--- src/design/axsbe_consts.vh ---
// constants for the address-channel user sideband encoder
`ifndef AXSBE_CONSTS_VH
`define AXSBE_CONSTS_VH

// ****************************************************************
// register map (byte offsets on the avalon slave)
// ****************************************************************
`define AXSBE_OFF_CTRL      4'h0
`define AXSBE_OFF_STATUS    4'h4
`define AXSBE_OFF_ERRCNT    4'h8
`define AXSBE_CTRL_EARLY    0
`define AXSBE_CTRL_SPEC     1
`define AXSBE_CTRL_RESET    2'h3
`define AXSBE_ERRCNT_W      16

// ****************************************************************
// request-side source and memory type codes
// ****************************************************************
`define AXSBE_SRC_CPU0      2'h0
`define AXSBE_SRC_CPU1      2'h1
`define AXSBE_SRC_COH       2'h2
`define AXSBE_MT_SO         3'h0
`define AXSBE_MT_DEV        3'h1
`define AXSBE_MT_NC         3'h2
`define AXSBE_MT_WT         3'h3
`define AXSBE_MT_WB_NWA     3'h4
`define AXSBE_MT_WB_WA      3'h5

// ****************************************************************
// sideband encodings
// ****************************************************************
`define AXSBE_ORIG_CPU0     2'h0
`define AXSBE_ORIG_CPU1     2'h2
`define AXSBE_ORIG_COH      2'h1
`define AXSBE_IA_SO         4'h0
`define AXSBE_IA_DEV        4'h1
`define AXSBE_IA_NC         4'h3
`define AXSBE_IA_WT         4'h6
`define AXSBE_IA_WB_NWA     4'h7
`define AXSBE_IA_WB_WA      4'hF

// ****************************************************************
// sideband field positions
// ****************************************************************
`define AXSBE_RD_W          9
`define AXSBE_WR_W          11
`define AXSBE_RD_ORIG_HI    8
`define AXSBE_RD_ORIG_LO    7
`define AXSBE_RD_SPEC       6
`define AXSBE_WR_ORIG_HI    10
`define AXSBE_WR_ORIG_LO    9
`define AXSBE_WR_EARLY      8
`define AXSBE_IA_HI         4
`define AXSBE_IA_LO         1
`define AXSBE_SHARE         0

// channel indices: 0..2 reads of m0, m1, periph; 3..5 writes
`define AXSBE_NCH           6

`endif

--- src/design/axsbe_encoder.v ---
// address-channel stage that attaches user sideband bits on six channels
//
// Implementation choices: the Avalon-MM slave port and the address map.
`include "axsbe_consts.vh"

module axsbe_encoder
#(
   parameter AW = 32
)
(
   input  wire                       mclk,
   input  wire                       nrst,
   // avalon-mm register slave
   input  wire [3:0]                 avs_address,
   input  wire                       avs_read,
   input  wire                       avs_write,
   input  wire [31:0]                avs_writedata,
   input  wire [3:0]                 avs_byteenable,
   output reg  [31:0]                avs_readdata,
   output wire                       avs_waitrequest,
   // request side, one bit or slice per channel; req_spec only for the two master read channels
   input  wire [`AXSBE_NCH-1:0]      req_valid,
   output wire [`AXSBE_NCH-1:0]      req_ready,
   input  wire [`AXSBE_NCH*AW-1:0]   req_addr,
   input  wire [`AXSBE_NCH*2-1:0]    req_src,
   input  wire [`AXSBE_NCH*3-1:0]    req_mtype,
   input  wire [`AXSBE_NCH-1:0]      req_share,
   input  wire [1:0]                 req_spec,
   // master 0 read address
   output wire                       m0_arvalid,
   input  wire                       m0_arready,
   output wire [AW-1:0]              m0_araddr,
   output wire [`AXSBE_RD_W-1:0]     master0_read_sideband,
   // master 1 read address
   output wire                       m1_arvalid,
   input  wire                       m1_arready,
   output wire [AW-1:0]              m1_araddr,
   output wire [`AXSBE_RD_W-1:0]     master1_read_sideband,
   // peripheral read address
   output wire                       mp_arvalid,
   input  wire                       mp_arready,
   output wire [AW-1:0]              mp_araddr,
   output wire [`AXSBE_RD_W-1:0]     periph_read_sideband,
   // master 0 write address
   output wire                       m0_awvalid,
   input  wire                       m0_awready,
   output wire [AW-1:0]              m0_awaddr,
   output wire [`AXSBE_WR_W-1:0]     master0_write_sideband,
   // master 1 write address
   output wire                       m1_awvalid,
   input  wire                       m1_awready,
   output wire [AW-1:0]              m1_awaddr,
   output wire [`AXSBE_WR_W-1:0]     master1_write_sideband,
   // peripheral write address
   output wire                       mp_awvalid,
   input  wire                       mp_awready,
   output wire [AW-1:0]              mp_awaddr,
   output wire [`AXSBE_WR_W-1:0]     periph_write_sideband
);

   localparam NCH = `AXSBE_NCH;
   localparam CH_M0_RD = 0;
   localparam CH_M1_RD = 1;
   localparam CH_MP_RD = 2;
   localparam CH_M0_WR = 3;
   localparam CH_M1_WR = 4;
   localparam CH_MP_WR = 5;

   // ****************************************************************
   // sideband layout functions
   // ****************************************************************
   function [`AXSBE_RD_W-1:0] rd_layout;
      input [1:0] orig;
      input       spec;
      input [3:0] inner;
      input       share;
      begin
         rd_layout = {`AXSBE_RD_W{1'h0}};
         rd_layout[`AXSBE_RD_ORIG_HI:`AXSBE_RD_ORIG_LO] = orig;
         rd_layout[`AXSBE_RD_SPEC] = spec;
         rd_layout[`AXSBE_IA_HI:`AXSBE_IA_LO] = inner;
         rd_layout[`AXSBE_SHARE] = share;
      end
   endfunction

   function [`AXSBE_WR_W-1:0] wr_layout;
      input [1:0] orig;
      input       early;
      input [3:0] inner;
      input       share;
      begin
         wr_layout = {`AXSBE_WR_W{1'h0}};
         wr_layout[`AXSBE_WR_ORIG_HI:`AXSBE_WR_ORIG_LO] = orig;
         wr_layout[`AXSBE_WR_EARLY] = early;
         wr_layout[`AXSBE_IA_HI:`AXSBE_IA_LO] = inner;
         wr_layout[`AXSBE_SHARE] = share;
      end
   endfunction

   // ****************************************************************
   // per-channel attribute encoders
   // ****************************************************************
   wire [NCH*2-1:0] enc_orig;
   wire [NCH*4-1:0] enc_inner;
   wire [NCH-1:0]   enc_bad;

   genvar g;
   generate
      for (g = 0; g < NCH; g = g + 1)
      begin : g_enc
         axsbe_attr_enc u_enc
         (
            .src   (req_src[g*2 +: 2]),
            .mtype (req_mtype[g*3 +: 3]),
            .orig  (enc_orig[g*2 +: 2]),
            .inner (enc_inner[g*4 +: 4]),
            .bad   (enc_bad[g])
         );
      end
   endgenerate

   // ****************************************************************
   // control register
   // ****************************************************************
   reg  [1:0] ctrl_q;
   wire       early_en;
   wire       spec_en;

   assign early_en = ctrl_q[`AXSBE_CTRL_EARLY];
   assign spec_en  = ctrl_q[`AXSBE_CTRL_SPEC];

   // ****************************************************************
   // address-channel holding stage
   // ****************************************************************
   // one entry per channel; a new request is taken only when the entry
   // is empty or leaving, so the payload never moves under valid
   reg [NCH-1:0] vld_q;
   reg [AW-1:0]  addr_q  [0:NCH-1];
   reg [1:0]     orig_q  [0:NCH-1];
   reg [3:0]     inner_q [0:NCH-1];
   reg [NCH-1:0] share_q;
   reg [NCH-1:0] spec_q;
   reg [NCH-1:0] early_q;

   wire [NCH-1:0] axi_ready;
   wire [NCH-1:0] accept;
   wire [NCH-1:0] spec_d;
   wire [NCH-1:0] early_d;

   assign axi_ready = {mp_awready, m1_awready, m0_awready,
                       mp_arready, m1_arready, m0_arready};

   assign req_ready = ~vld_q | axi_ready;
   assign accept    = req_valid & req_ready;

   // both are captured at acceptance, so a ctrl write never alters a
   // request that is already standing on its address channel
   // hint only on the two master read channels, offer only on master writes
   assign spec_d  = {4'h0, req_spec & {2{spec_en}}};
   assign early_d = {1'h0, {2{early_en}}, 3'h0};

   // the counter sum has its own index so that no loop variable is
   // written from both the clocked and the combinational process
   integer i;
   integer j;

   always @(posedge mclk or negedge nrst)
   begin
      if (!nrst)
      begin
         vld_q   <= {NCH{1'h0}};
         share_q <= {NCH{1'h0}};
         spec_q  <= {NCH{1'h0}};
         early_q <= {NCH{1'h0}};
         for (i = 0; i < NCH; i = i + 1)
         begin
            addr_q[i]  <= {AW{1'h0}};
            orig_q[i]  <= 2'h0;
            inner_q[i] <= 4'h0;
         end
      end
      else
      begin
         for (i = 0; i < NCH; i = i + 1)
         begin
            if (accept[i])
            begin
               vld_q[i]   <= 1'h1;
               addr_q[i]  <= req_addr[i*AW +: AW];
               orig_q[i]  <= enc_orig[i*2 +: 2];
               inner_q[i] <= enc_inner[i*4 +: 4];
               share_q[i] <= req_share[i];
               spec_q[i]  <= spec_d[i];
               early_q[i] <= early_d[i];
            end
            else if (axi_ready[i])
            begin
               vld_q[i] <= 1'h0;
            end
         end
      end
   end

   // ****************************************************************
   // address channel outputs
   // ****************************************************************
   assign m0_arvalid = vld_q[CH_M0_RD];
   assign m1_arvalid = vld_q[CH_M1_RD];
   assign mp_arvalid = vld_q[CH_MP_RD];
   assign m0_awvalid = vld_q[CH_M0_WR];
   assign m1_awvalid = vld_q[CH_M1_WR];
   assign mp_awvalid = vld_q[CH_MP_WR];

   assign m0_araddr = addr_q[CH_M0_RD];
   assign m1_araddr = addr_q[CH_M1_RD];
   assign mp_araddr = addr_q[CH_MP_RD];
   assign m0_awaddr = addr_q[CH_M0_WR];
   assign m1_awaddr = addr_q[CH_M1_WR];
   assign mp_awaddr = addr_q[CH_MP_WR];

   // reserved bits come out of the layout functions as zero
   assign master0_read_sideband = rd_layout(orig_q[CH_M0_RD],
      spec_q[CH_M0_RD], inner_q[CH_M0_RD], share_q[CH_M0_RD]);
   assign master1_read_sideband = rd_layout(orig_q[CH_M1_RD],
      spec_q[CH_M1_RD], inner_q[CH_M1_RD], share_q[CH_M1_RD]);
   assign periph_read_sideband = rd_layout(orig_q[CH_MP_RD],
      1'h0, inner_q[CH_MP_RD], share_q[CH_MP_RD]);
   assign master0_write_sideband = wr_layout(orig_q[CH_M0_WR],
      early_q[CH_M0_WR], inner_q[CH_M0_WR], share_q[CH_M0_WR]);
   assign master1_write_sideband = wr_layout(orig_q[CH_M1_WR],
      early_q[CH_M1_WR], inner_q[CH_M1_WR], share_q[CH_M1_WR]);
   assign periph_write_sideband = wr_layout(orig_q[CH_MP_WR],
      1'h0, inner_q[CH_MP_WR], share_q[CH_MP_WR]);

   // ****************************************************************
   // reserved-code counter
   // ****************************************************************
   // counts accepted requests whose source or type had no encoding
   reg  [`AXSBE_ERRCNT_W-1:0] errcnt_q;
   reg  [`AXSBE_ERRCNT_W-1:0] errcnt_d;
   reg  [3:0]                 nbad;
   wire [NCH-1:0]             bad_acc;
   wire                       errcnt_clr;

   assign bad_acc = accept & enc_bad;

   always @*
   begin
      nbad = 4'h0;
      for (j = 0; j < NCH; j = j + 1)
      begin
         nbad = nbad + {3'h0, bad_acc[j]};
      end
   end

   // a clear that meets new events keeps the new events
   always @*
   begin
      if (errcnt_clr)
      begin
         errcnt_d = {{(`AXSBE_ERRCNT_W-4){1'h0}}, nbad};
      end
      else if (errcnt_q > ({`AXSBE_ERRCNT_W{1'h1}} -
                           {{(`AXSBE_ERRCNT_W-4){1'h0}}, nbad}))
      begin
         errcnt_d = {`AXSBE_ERRCNT_W{1'h1}};
      end
      else
      begin
         errcnt_d = errcnt_q + {{(`AXSBE_ERRCNT_W-4){1'h0}}, nbad};
      end
   end

   always @(posedge mclk or negedge nrst)
   begin
      if (!nrst)
      begin
         errcnt_q <= {`AXSBE_ERRCNT_W{1'h0}};
      end
      else
      begin
         errcnt_q <= errcnt_d;
      end
   end

   // ****************************************************************
   // avalon-mm slave
   // ****************************************************************
   // every access takes exactly one wait cycle; readdata is loaded in
   // the wait cycle and stands at the edge where waitrequest is low
   // ack_q falls on the completion edge, so a request raised right
   // after it sees its own wait cycle again
   reg  ack_q;
   wire acc;
   wire wr_go;

   assign acc             = avs_read | avs_write;
   assign avs_waitrequest = acc & ~ack_q;
   assign wr_go           = avs_write & ack_q;
   assign errcnt_clr      = wr_go & (avs_address == `AXSBE_OFF_ERRCNT);

   always @(posedge mclk or negedge nrst)
   begin
      if (!nrst)
      begin
         ack_q <= 1'h0;
      end
      else
      begin
         ack_q <= acc & ~ack_q;
      end
   end

   // offer and hint are on from reset, software may turn either off or back on
   always @(posedge mclk or negedge nrst)
   begin
      if (!nrst)
      begin
         ctrl_q <= `AXSBE_CTRL_RESET;
      end
      else if (wr_go && avs_address == `AXSBE_OFF_CTRL &&
               avs_byteenable[0])
      begin
         ctrl_q <= avs_writedata[1:0];
      end
   end

   always @(posedge mclk or negedge nrst)
   begin
      if (!nrst)
      begin
         avs_readdata <= 32'h0;
      end
      else if (avs_read && !ack_q)
      begin
         case (avs_address)
            `AXSBE_OFF_CTRL:   avs_readdata <= {30'h0, ctrl_q};
            `AXSBE_OFF_STATUS: avs_readdata <= {26'h0, vld_q};
            `AXSBE_OFF_ERRCNT: avs_readdata <= {16'h0, errcnt_q};
            default:           avs_readdata <= 32'h0;
         endcase
      end
   end

endmodule

--- src/design/axsbe_attr_enc.v ---
// originator and inner attribute encoding for one address channel
`include "axsbe_consts.vh"

module axsbe_attr_enc
(
   input  wire [1:0] src,
   input  wire [2:0] mtype,
   output reg  [1:0] orig,
   output reg  [3:0] inner,
   output wire       bad
);

   reg bad_src;
   reg bad_mt;

   // reserved originator 11 can never be produced here
   always @*
   begin
      bad_src = 1'h0;
      case (src)
         `AXSBE_SRC_CPU0: orig = `AXSBE_ORIG_CPU0;
         `AXSBE_SRC_CPU1: orig = `AXSBE_ORIG_CPU1;
         `AXSBE_SRC_COH:  orig = `AXSBE_ORIG_COH;
         default:
         begin
            orig    = `AXSBE_ORIG_CPU0;
            bad_src = 1'h1;
         end
      endcase
   end

   // unknown types fall back to the safest ordering, strongly ordered
   always @*
   begin
      bad_mt = 1'h0;
      case (mtype)
         `AXSBE_MT_SO:     inner = `AXSBE_IA_SO;
         `AXSBE_MT_DEV:    inner = `AXSBE_IA_DEV;
         `AXSBE_MT_NC:     inner = `AXSBE_IA_NC;
         `AXSBE_MT_WT:     inner = `AXSBE_IA_WT;
         `AXSBE_MT_WB_NWA: inner = `AXSBE_IA_WB_NWA;
         `AXSBE_MT_WB_WA:  inner = `AXSBE_IA_WB_WA;
         default:
         begin
            inner  = `AXSBE_IA_SO;
            bad_mt = 1'h1;
         end
      endcase
   end

   assign bad = bad_src | bad_mt;

endmodule

--- config.mk ---
export PLATFORM = sky130hd
export DESIGN_NAME = axsbe_encoder
export DESIGN_NICKNAME = d
export VERILOG_FILES = /design/src/design/axsbe_encoder.v /design/src/design/axsbe_attr_enc.v
export VERILOG_INCLUDE_DIRS = /design/src /design/src/design
export SDC_FILE = /design/constraint.sdc
export NUM_CORES = 1
export LEC_CHECK = 0
export ABC_AREA = 0
export ABC_CLOCK_PERIOD_IN_PS = 7460
export BUFFER_PORTS_ARGS = -buffer_cell sky130_fd_sc_hd__buf_2
export CORE_AREA = 2 2 226 228
export CTS_BUF_LIST = sky130_fd_sc_hd__clkbuf_4 sky130_fd_sc_hd__clkbuf_8
export DETAILED_ROUTE_END_ITERATION = 8
export DIE_AREA = 0 0 228 230
export GPL_ROUTABILITY_DRIVEN = 0
export GPL_TIMING_DRIVEN = 0
export PLACE_DENSITY = 0.51
export SLEW_MARGIN = 20
export SYNTH_ARGS = -nofsm -noshare
export SYNTH_HDL_FRONTEND = slang
export SYNTH_SLANG_ARGS = --single-unit
--- constraint.sdc ---
create_clock -name mclk -period 7.46 [get_ports mclk]
set_input_delay 0.373 -clock mclk [delete_from_list [all_inputs] [get_ports mclk]]
set_output_delay 0.373 -clock mclk [all_outputs]
set_load 0.02 [all_outputs]
======== Yosys cells after proc, flatten, opt, wreduce, memory -nomap -nowiden ========
Cells that the tools add are included.
cells by class
  $add $sub $neg .......................... 7
  equal/unequal tests ..................... 44
  bitwise operators ....................... 16
  $lt $le $gt $ge ......................... 1
  mux-type cells .......................... 39
  reductions and logical operators ........ 35
operators with widths
  operator                                              number
  case mux 4 bit (5 select lines)                       6
  case mux 16 bit (3 select lines)                      1
  equality test 3 x 2 -> 1 bit (second input constant)  12
  equality test 3 bit (second input constant)           12
  OR reduction 6 bit                                    6
  2-to-1 mux 16 bit                                     2
  2-to-1 mux 1 bit                                      24
  case mux 2 bit (2 select lines)                       6
  equality test 3 x 1 -> 1 bit (second input constant)  6
  zero test 3 bit                                       6
  OR reduction 3 bit                                    6
  adder 16 x 4 -> 16 bit                                1
  greater-than comparator 16 bit                        1
  AND 6 bit                                             2
  equality test 2 x 1 -> 1 bit (second input constant)  6
  equality test 2 bit (second input constant)           6
  zero test 2 bit                                       6
  nonzero test 2 bit                                    6
  adder 4 x 1 -> 4 bit                                  2
  bitwise OR 1 bit                                      7
  NOT 6 bit                                             1
  bitwise OR 6 bit                                      1
  subtractor 1 x 5 -> 6 bit (first input constant)      1
  adder 3 x 1 -> 4 bit                                  1
  10 further kinds                                      14
storage, ports and cells
  input bits .............................. 286
  logic and storage cells ................. 180
  output and inout port bits .............. 297
  register bits after elaboration ......... 295

======== Depth between registers and ports, before layout ========
  depth after elaboration ................. 14
  depth in mapped cells ................... 16
  mapped depth without buffers ............ 13

======== By module ========
A second synthesis with hierarchy kept.
unflattened totals
  cells, all modules ...................... 785
  area total of the unflattened synthesis .. 11,488.5 µm²
modules (own cells, without submodules)
  module          cells each  area each (µm²)  times used  seq. area each (µm²)
  axsbe_encoder   731         11,090.6         1           6,984.2
  axsbe_attr_enc  9           66.3             6           0.0

======== Worst setup path before layout ========
No wires, ideal clock.
  path kind ............................... register to register
  from .................................... register vld_q[0]
  to ...................................... register errcnt_q[14]
  buffers on the path ..................... 2
  slack ................................... 2.765 ns
  clock period less this slack ............ 4.695 ns
  data required time ...................... 7.379 ns
  arrival time ............................ 4.614 ns
  stages on the path, launching flop included .. 16
  setup time .............................. 0.081 ns
  cell sequence ........................... dfrtp_1 > nand2b_1 > nand2_1 > clkbuf_1 > clkbuf_1 > nor2_1 > fa_1 > fa_1 > ha_1 > fa_1 > inv_1 > fa_1 > nor2b_1 > o2111ai_1 > or3_1 > a31oi_2
between the ends
  cells in the longest elaborated chain, start to end .. 13
  elaborated cells between the ends (all ways) .. 14
  those cells by class .................... add/sub: 7; order compare: 1; mux: 2; bitwise: 4
RTL lines
  what                                  line                 source
  from (decl)                           axsbe_encoder.v:137  reg [NCH-1:0] vld_q;
  from (signal assigned)                axsbe_encoder.v:171  vld_q <= {NCH{1'h0}};
  NOT 6 bit *                           axsbe_encoder.v:153  assign req_ready = ~vld_q | axi_ready;
  bitwise OR 6 bit *                    axsbe_encoder.v:153
  net req_ready[0]                      axsbe_encoder.v:23   output wire [`AXSBE_NCH-1:0] req_ready,
  AND 6 bit *                           axsbe_encoder.v:154  assign accept = req_valid & req_ready;
  AND 6 bit *                           axsbe_encoder.v:245  assign bad_acc = accept & enc_bad;
  adder 1 x 1 -> 2 bit *                axsbe_encoder.v:252  nbad = nbad + {3'h0, bad_acc[j]};
  adder 2 x 1 -> 3 bit *                axsbe_encoder.v:252
  adder 3 x 1 -> 4 bit *                axsbe_encoder.v:252
  adder 4 x 1 -> 4 bit * (2 in series)  axsbe_encoder.v:252
  subtractor 1 x 5 -> 6 bit             axsbe_encoder.v:263  else if (errcnt_q > ({`AXSBE_ERRCNT_W{1'h1}} -
  greater-than comparator 16 bit        axsbe_encoder.v:263
  2-to-1 mux 16 bit *                   axsbe_encoder.v:263
  2-to-1 mux 16 bit *                   axsbe_encoder.v:259  if (errcnt_clr)
  net errcnt_d[14]                      axsbe_encoder.v:240  reg [`AXSBE_ERRCNT_W-1:0] errcnt_d;
  to (signal assigned)                  axsbe_encoder.v:278  errcnt_q <= {`AXSBE_ERRCNT_W{1'h0}};
  to (signal assigned)                  axsbe_encoder.v:282  errcnt_q <= errcnt_d;
  to (decl)                             axsbe_encoder.v:239  reg [`AXSBE_ERRCNT_W-1:0] errcnt_q;
The timed path passes the listed nets; every way through them passes the cells marked *.
A chain may end at the register's enable or synchronous reset.

======== Final worst setup path ========
  from .................................... register vld_q[1]
  to ...................................... register errcnt_q[14]
between the ends
  cells in the longest elaborated chain, start to end .. 13
  elaborated cells between the ends (all ways) .. 14
  those cells by class .................... add/sub: 7; order compare: 1; mux: 2; bitwise: 4
RTL lines
  what                                  line
  NOT 6 bit *                           axsbe_encoder.v:153
  bitwise OR 6 bit *                    axsbe_encoder.v:153
  AND 6 bit *                           axsbe_encoder.v:154
  AND 6 bit *                           axsbe_encoder.v:245
  adder 1 x 1 -> 2 bit *                axsbe_encoder.v:252
  adder 2 x 1 -> 3 bit *                axsbe_encoder.v:252
  adder 3 x 1 -> 4 bit *                axsbe_encoder.v:252
  adder 4 x 1 -> 4 bit * (2 in series)  axsbe_encoder.v:252
  subtractor 1 x 5 -> 6 bit             axsbe_encoder.v:263
  greater-than comparator 16 bit        axsbe_encoder.v:263
  2-to-1 mux 16 bit *                   axsbe_encoder.v:263
  2-to-1 mux 16 bit *                   axsbe_encoder.v:259
  net errcnt_d[14]                      axsbe_encoder.v:240
Marked as above.

==> results.sh <==
export IMPL_endpoint_kind="register"
export IMPL_post_place_cells=2058
export IMPL_critPathMostFrequentCell="fa_1"
export IMPL_drtIter0Drc=277
export IMPL_syn_area_um2=11400
export IMPL_grt_overflow=0
export IMPL_fill_cells=4948
export IMPL_utilization=0.369
export IMPL_finalHoldViolations=0
export IMPL_synth_seq_cells=279
export IMPL_total_power_mw=4.48
export IMPL_fin_setup_tns_ns=0
export IMPL_hold_start="req_src[10]"
export IMPL_seq_area_frac_synth=0.612
export IMPL_min_period_ns=5.41
export IMPL_reg2reg_from="vld_q[1]"
export IMPL_die_width_um=228
export IMPL_timing_final_crit_share=0.726
export IMPL_start_kind="register"
export IMPL_synth_distinct_cells=41
export IMPL_ioPinCount=583
export IMPL_critical_path_top_delay_family="adder cells"
export IMPL_crit_slowest_cell="fa_1"
export IMPL_areaGrowthSynthToFinish_pct=61.0
export IMPL_slew_violations=0
export IMPL_htree_levels=2
export IMPL_reg2reg_depth=15
export IMPL_clock_latency_ns=0.59
export IMPL_rows=82
export IMPL_tightest_slew_ns=1.01
export IMPL_power_density_nw_per_um2=244
export IMPL_rrSetupSlack_ns=2.05
export IMPL_place_hpwl_um=27800
export IMPL_grt_usage=0.142
export IMPL_worstHoldPathCells=3
export IMPL_ys_flop_type="dfrtp_1"
export IMPL_drc=0
export IMPL_drive_gt1_frac=0.507
export IMPL_grt_pass1_wl_um=58500
export IMPL_ys_async_sr_fraction=1.00
export IMPL_placed_cell_area_um2=15100
export IMPL_clock_sinks=279
export IMPL_grt_met2_usage=0.253
export IMPL_grt_max_degree=97
export IMPL_vias=9612
export IMPL_start_util=0.229
export IMPL_fin_skew_ns=0.0241
export IMPL_numPortBuffers=519
export IMPL_worstSetupPathType="reg -> reg"
export IMPL_grt_busiest_layer="met2"
export IMPL_die_y_um=230
export IMPL_ys_warn_count=0
export IMPL_cts_buffers_inserted=50
export IMPL_multiInputGateArea_um2=4130
export IMPL_clockBufferDepth=3
export IMPL_cap_violations=0
export IMPL_cts_root_buf="clkbuf_8"
export IMPL_cts_tree="done"
export IMPL_post_cts_setup_buffers=0
export IMPL_syn_area_per_cell_um2=13.7
export IMPL_cp_slowest_stage_delay_ns=0.57
export IMPL_final_cell_area_um2=18400
export IMPL_grt_pass1_vias=10546
export IMPL_hold_end="periph_write_sideband[10]"
export IMPL_coreArea_um2=49900
export IMPL_reg2reg_to="errcnt_q[14]"
export IMPL_final_nets=1960
export IMPL_cts_resized_gates=0
export IMPL_outcome="completed"
export IMPL_max_slew_margin=0.322
export IMPL_ant_nets=0
export IMPL_hold_path_class="in -> reg"
export IMPL_finalWirelength_um=37600
export IMPL_clk_pin_slew_ns=0.06
export IMPL_cp_num_buf_inv=3
export IMPL_synthCells=835
export IMPL_dieArea_um2=52400
export IMPL_cp_required_ns=7.98
export IMPL_rsz0062_at_grt="no"
export IMPL_regArea_um2=6980
export IMPL_critPathArrivalTime_ns=5.93
export IMPL_ir_drop_uv=164
export IMPL_vias_per_cell=4.05
export IMPL_use_met1=0.161
export IMPL_routedWlPerCell_um=15.8
export IMPL_stdcell_count=2374
export IMPL_path_cells="nand2b_1, nand2_1, clkbuf_1, clkbuf_1, nor2_1, fa_1, fa_1, ha_1, fa_1, inv_1, fa_1, nor2b_1, o2111ai_1, or3_1, a31oi_2"
export IMPL_setup_viol=0
export IMPL_synth_edf_count=0
export IMPL_antenna_found_initial=2
export IMPL_path_max_fanout=10
export IMPL_p_leak_nw=8.82
export IMPL_use_met3=0.0422
export IMPL_dr_pass1_iters=4
export IMPL_fmax_ghz=0.185
-- layout make-up --
cell class / instances / share of cell area
diodes: 1 / 0.000136
clock buffers: 81 / 0.0549
plain buffers: 65 / 0.0210
multi-input cells: 514 / 0.225
repair buffers: 748 / 0.269
clock inverters: 8 / 0.00279
inverters: 6 / 0.00123
well taps: 672 / 0.0457
flip-flops and latches: 279 / 0.380
-- through the flow --
step / setup WS, ns / hold WS [ns]
after detailed placement: 1.93 / 0.324
after global routing: 1.58 / 0.0321
after floorplan: 2.76 / 0.0774
after global placement: 0.653 / 0.460
final: 2.05 / 0.0731
after CTS: 1.92 / 0.00139
-- worst reg2reg max path, cell delays in order (launching register included) --
cell and delay (ns):
dfrtp_1 0.48, nand2b_1 0.13, nand2_1 0.20, clkbuf_1 0.53, clkbuf_1 0.39, nor2_1 0.20
fa_1 0.52, fa_1 0.49, ha_1 0.22, fa_1 0.57, inv_1 0.08, fa_1 0.41
nor2b_1 0.22, o2111ai_1 0.31, or3_1 0.43, a31oi_2 0.16
-- per-layer routing --
metal,wire [um],up-vias
li1,-,4525
met1,14600,4648
met2,19300,367
met3,2720,72
met4,970,0
met5,0,-
-- synthesized netlist by cell type, drive strengths merged, types with 2 or more instances --
| master | n | area [um^2] |
|---|---|---|
| clkbuf | 29 | 109 |
| buf | 36 | 277 |
| xor2 | 10 | 87.6 |
| a21oi | 10 | 80.1 |
| nor3b | 3 | 22.5 |
| o21ai | 48 | 240 |
| inv | 6 | 22.5 |
| nand3 | 4 | 20.0 |
| fa | 4 | 80.1 |
| o2111ai | 2 | 17.5 |
| nor2b | 9 | 56.3 |
| nand2 | 63 | 236 |
| nand2b | 25 | 156 |
| dfrtp | 277 | 6930 |
| and4 | 2 | 17.5 |
| ha | 6 | 75.1 |
| dfstp | 2 | 52.6 |
| nand4 | 5 | 31.3 |
| xnor2 | 11 | 96.3 |
| a31oi | 7 | 50.1 |
| mux2i | 2 | 20.0 |
| or3 | 6 | 37.5 |
| mux2 | 202 | 2270 |
| a22o | 20 | 175 |
| a22oi | 7 | 57.6 |
| nor4 | 2 | 12.5 |
| nor2 | 30 | 113 |
-- cells by family (layout without fill, tap and decap cells) --
logic type / Yosys count / after routing / share of synthesized area
flip-flops: 279 / 279 / 0.612
multiplexers: 204 / 204 / 0.201
AND/OR/NAND/NOR: 152 / 152 / 0.0643
AO/OA/AOI/OAI: 97 / 97 / 0.0570
buffers and inverters: 71 / 908 / 0.0357
XOR/XNOR: 21 / 21 / 0.0161
adder cells (fa/ha/maj): 10 / 10 / 0.0136
other: 1 / 31 / 0.000329
-- state kept, by name, summed over array words and instances (netlist names), 16 cells and up --
signal,cells
m0_awaddr,32
m1_araddr,32
mp_awaddr,32
avs_readdata,16
m1_awaddr,32
errcnt_q,16
m0_araddr,32
mp_araddr,32
-- placed cells by master, fill, tap and decap left out, types with 5 or more instances in the layout --
master / synthesis / routed
a22o_1: 20 / 20
inv_1: 6 / 6
clkinv_2: 0 / 5
nand4_1: 5 / 5
buf_2: 4 / 522
ha_1: 6 / 6
conb_1: 1 / 30
clkbuf_8: 0 / 64
clkbuf_4: 0 / 17
nand2b_1: 25 / 25
buf_4: 30 / 30
o21ai_0: 47 / 47
xor2_1: 10 / 10
nor2_1: 30 / 30
clkbuf_1: 29 / 29
xnor2_1: 11 / 11
nand2_1: 63 / 63
a21oi_2: 8 / 8
dlygate4sd3_1: 0 / 226
mux2_2: 202 / 202
a22oi_1: 6 / 6
dfrtp_1: 277 / 277
nor2b_1: 9 / 9
or3_1: 6 / 6
a31oi_1: 6 / 6
-- timing repair --
item                                   4_1_cts  5_1_grt
setup endpoints to repair                    0        0
endpoints found under the hold margin      270        0
hold buffers                               226        0
-- power breakdown --
part           leakage, nW  switching (mW)  total, mW  internal [mW]
logic                 4.89           0.621       1.12          0.494
registers             3.36           0.128       1.86           1.73
clock network        0.564           0.654       1.51          0.854
total                 8.82            1.40       4.48           3.08
-- how the worst max path moves through the flow --
stage / slack, ns / start / end / depth (start not counted)
floorplan: 2.76 / vld_q[0] / errcnt_q[14] / 15
detailed placement: 1.93 / m1_arready / errcnt_q[14] / 16
finish: 2.05 / vld_q[1] / errcnt_q[14] / 15
global route: 1.58 / vld_q[1] / errcnt_q[14] / 15
global placement: 0.65 / nrst / mp_araddr[7] / 1
CTS: 1.92 / vld_q[1] / errcnt_q[14] / 15
(Power assumes the default switching activity.)
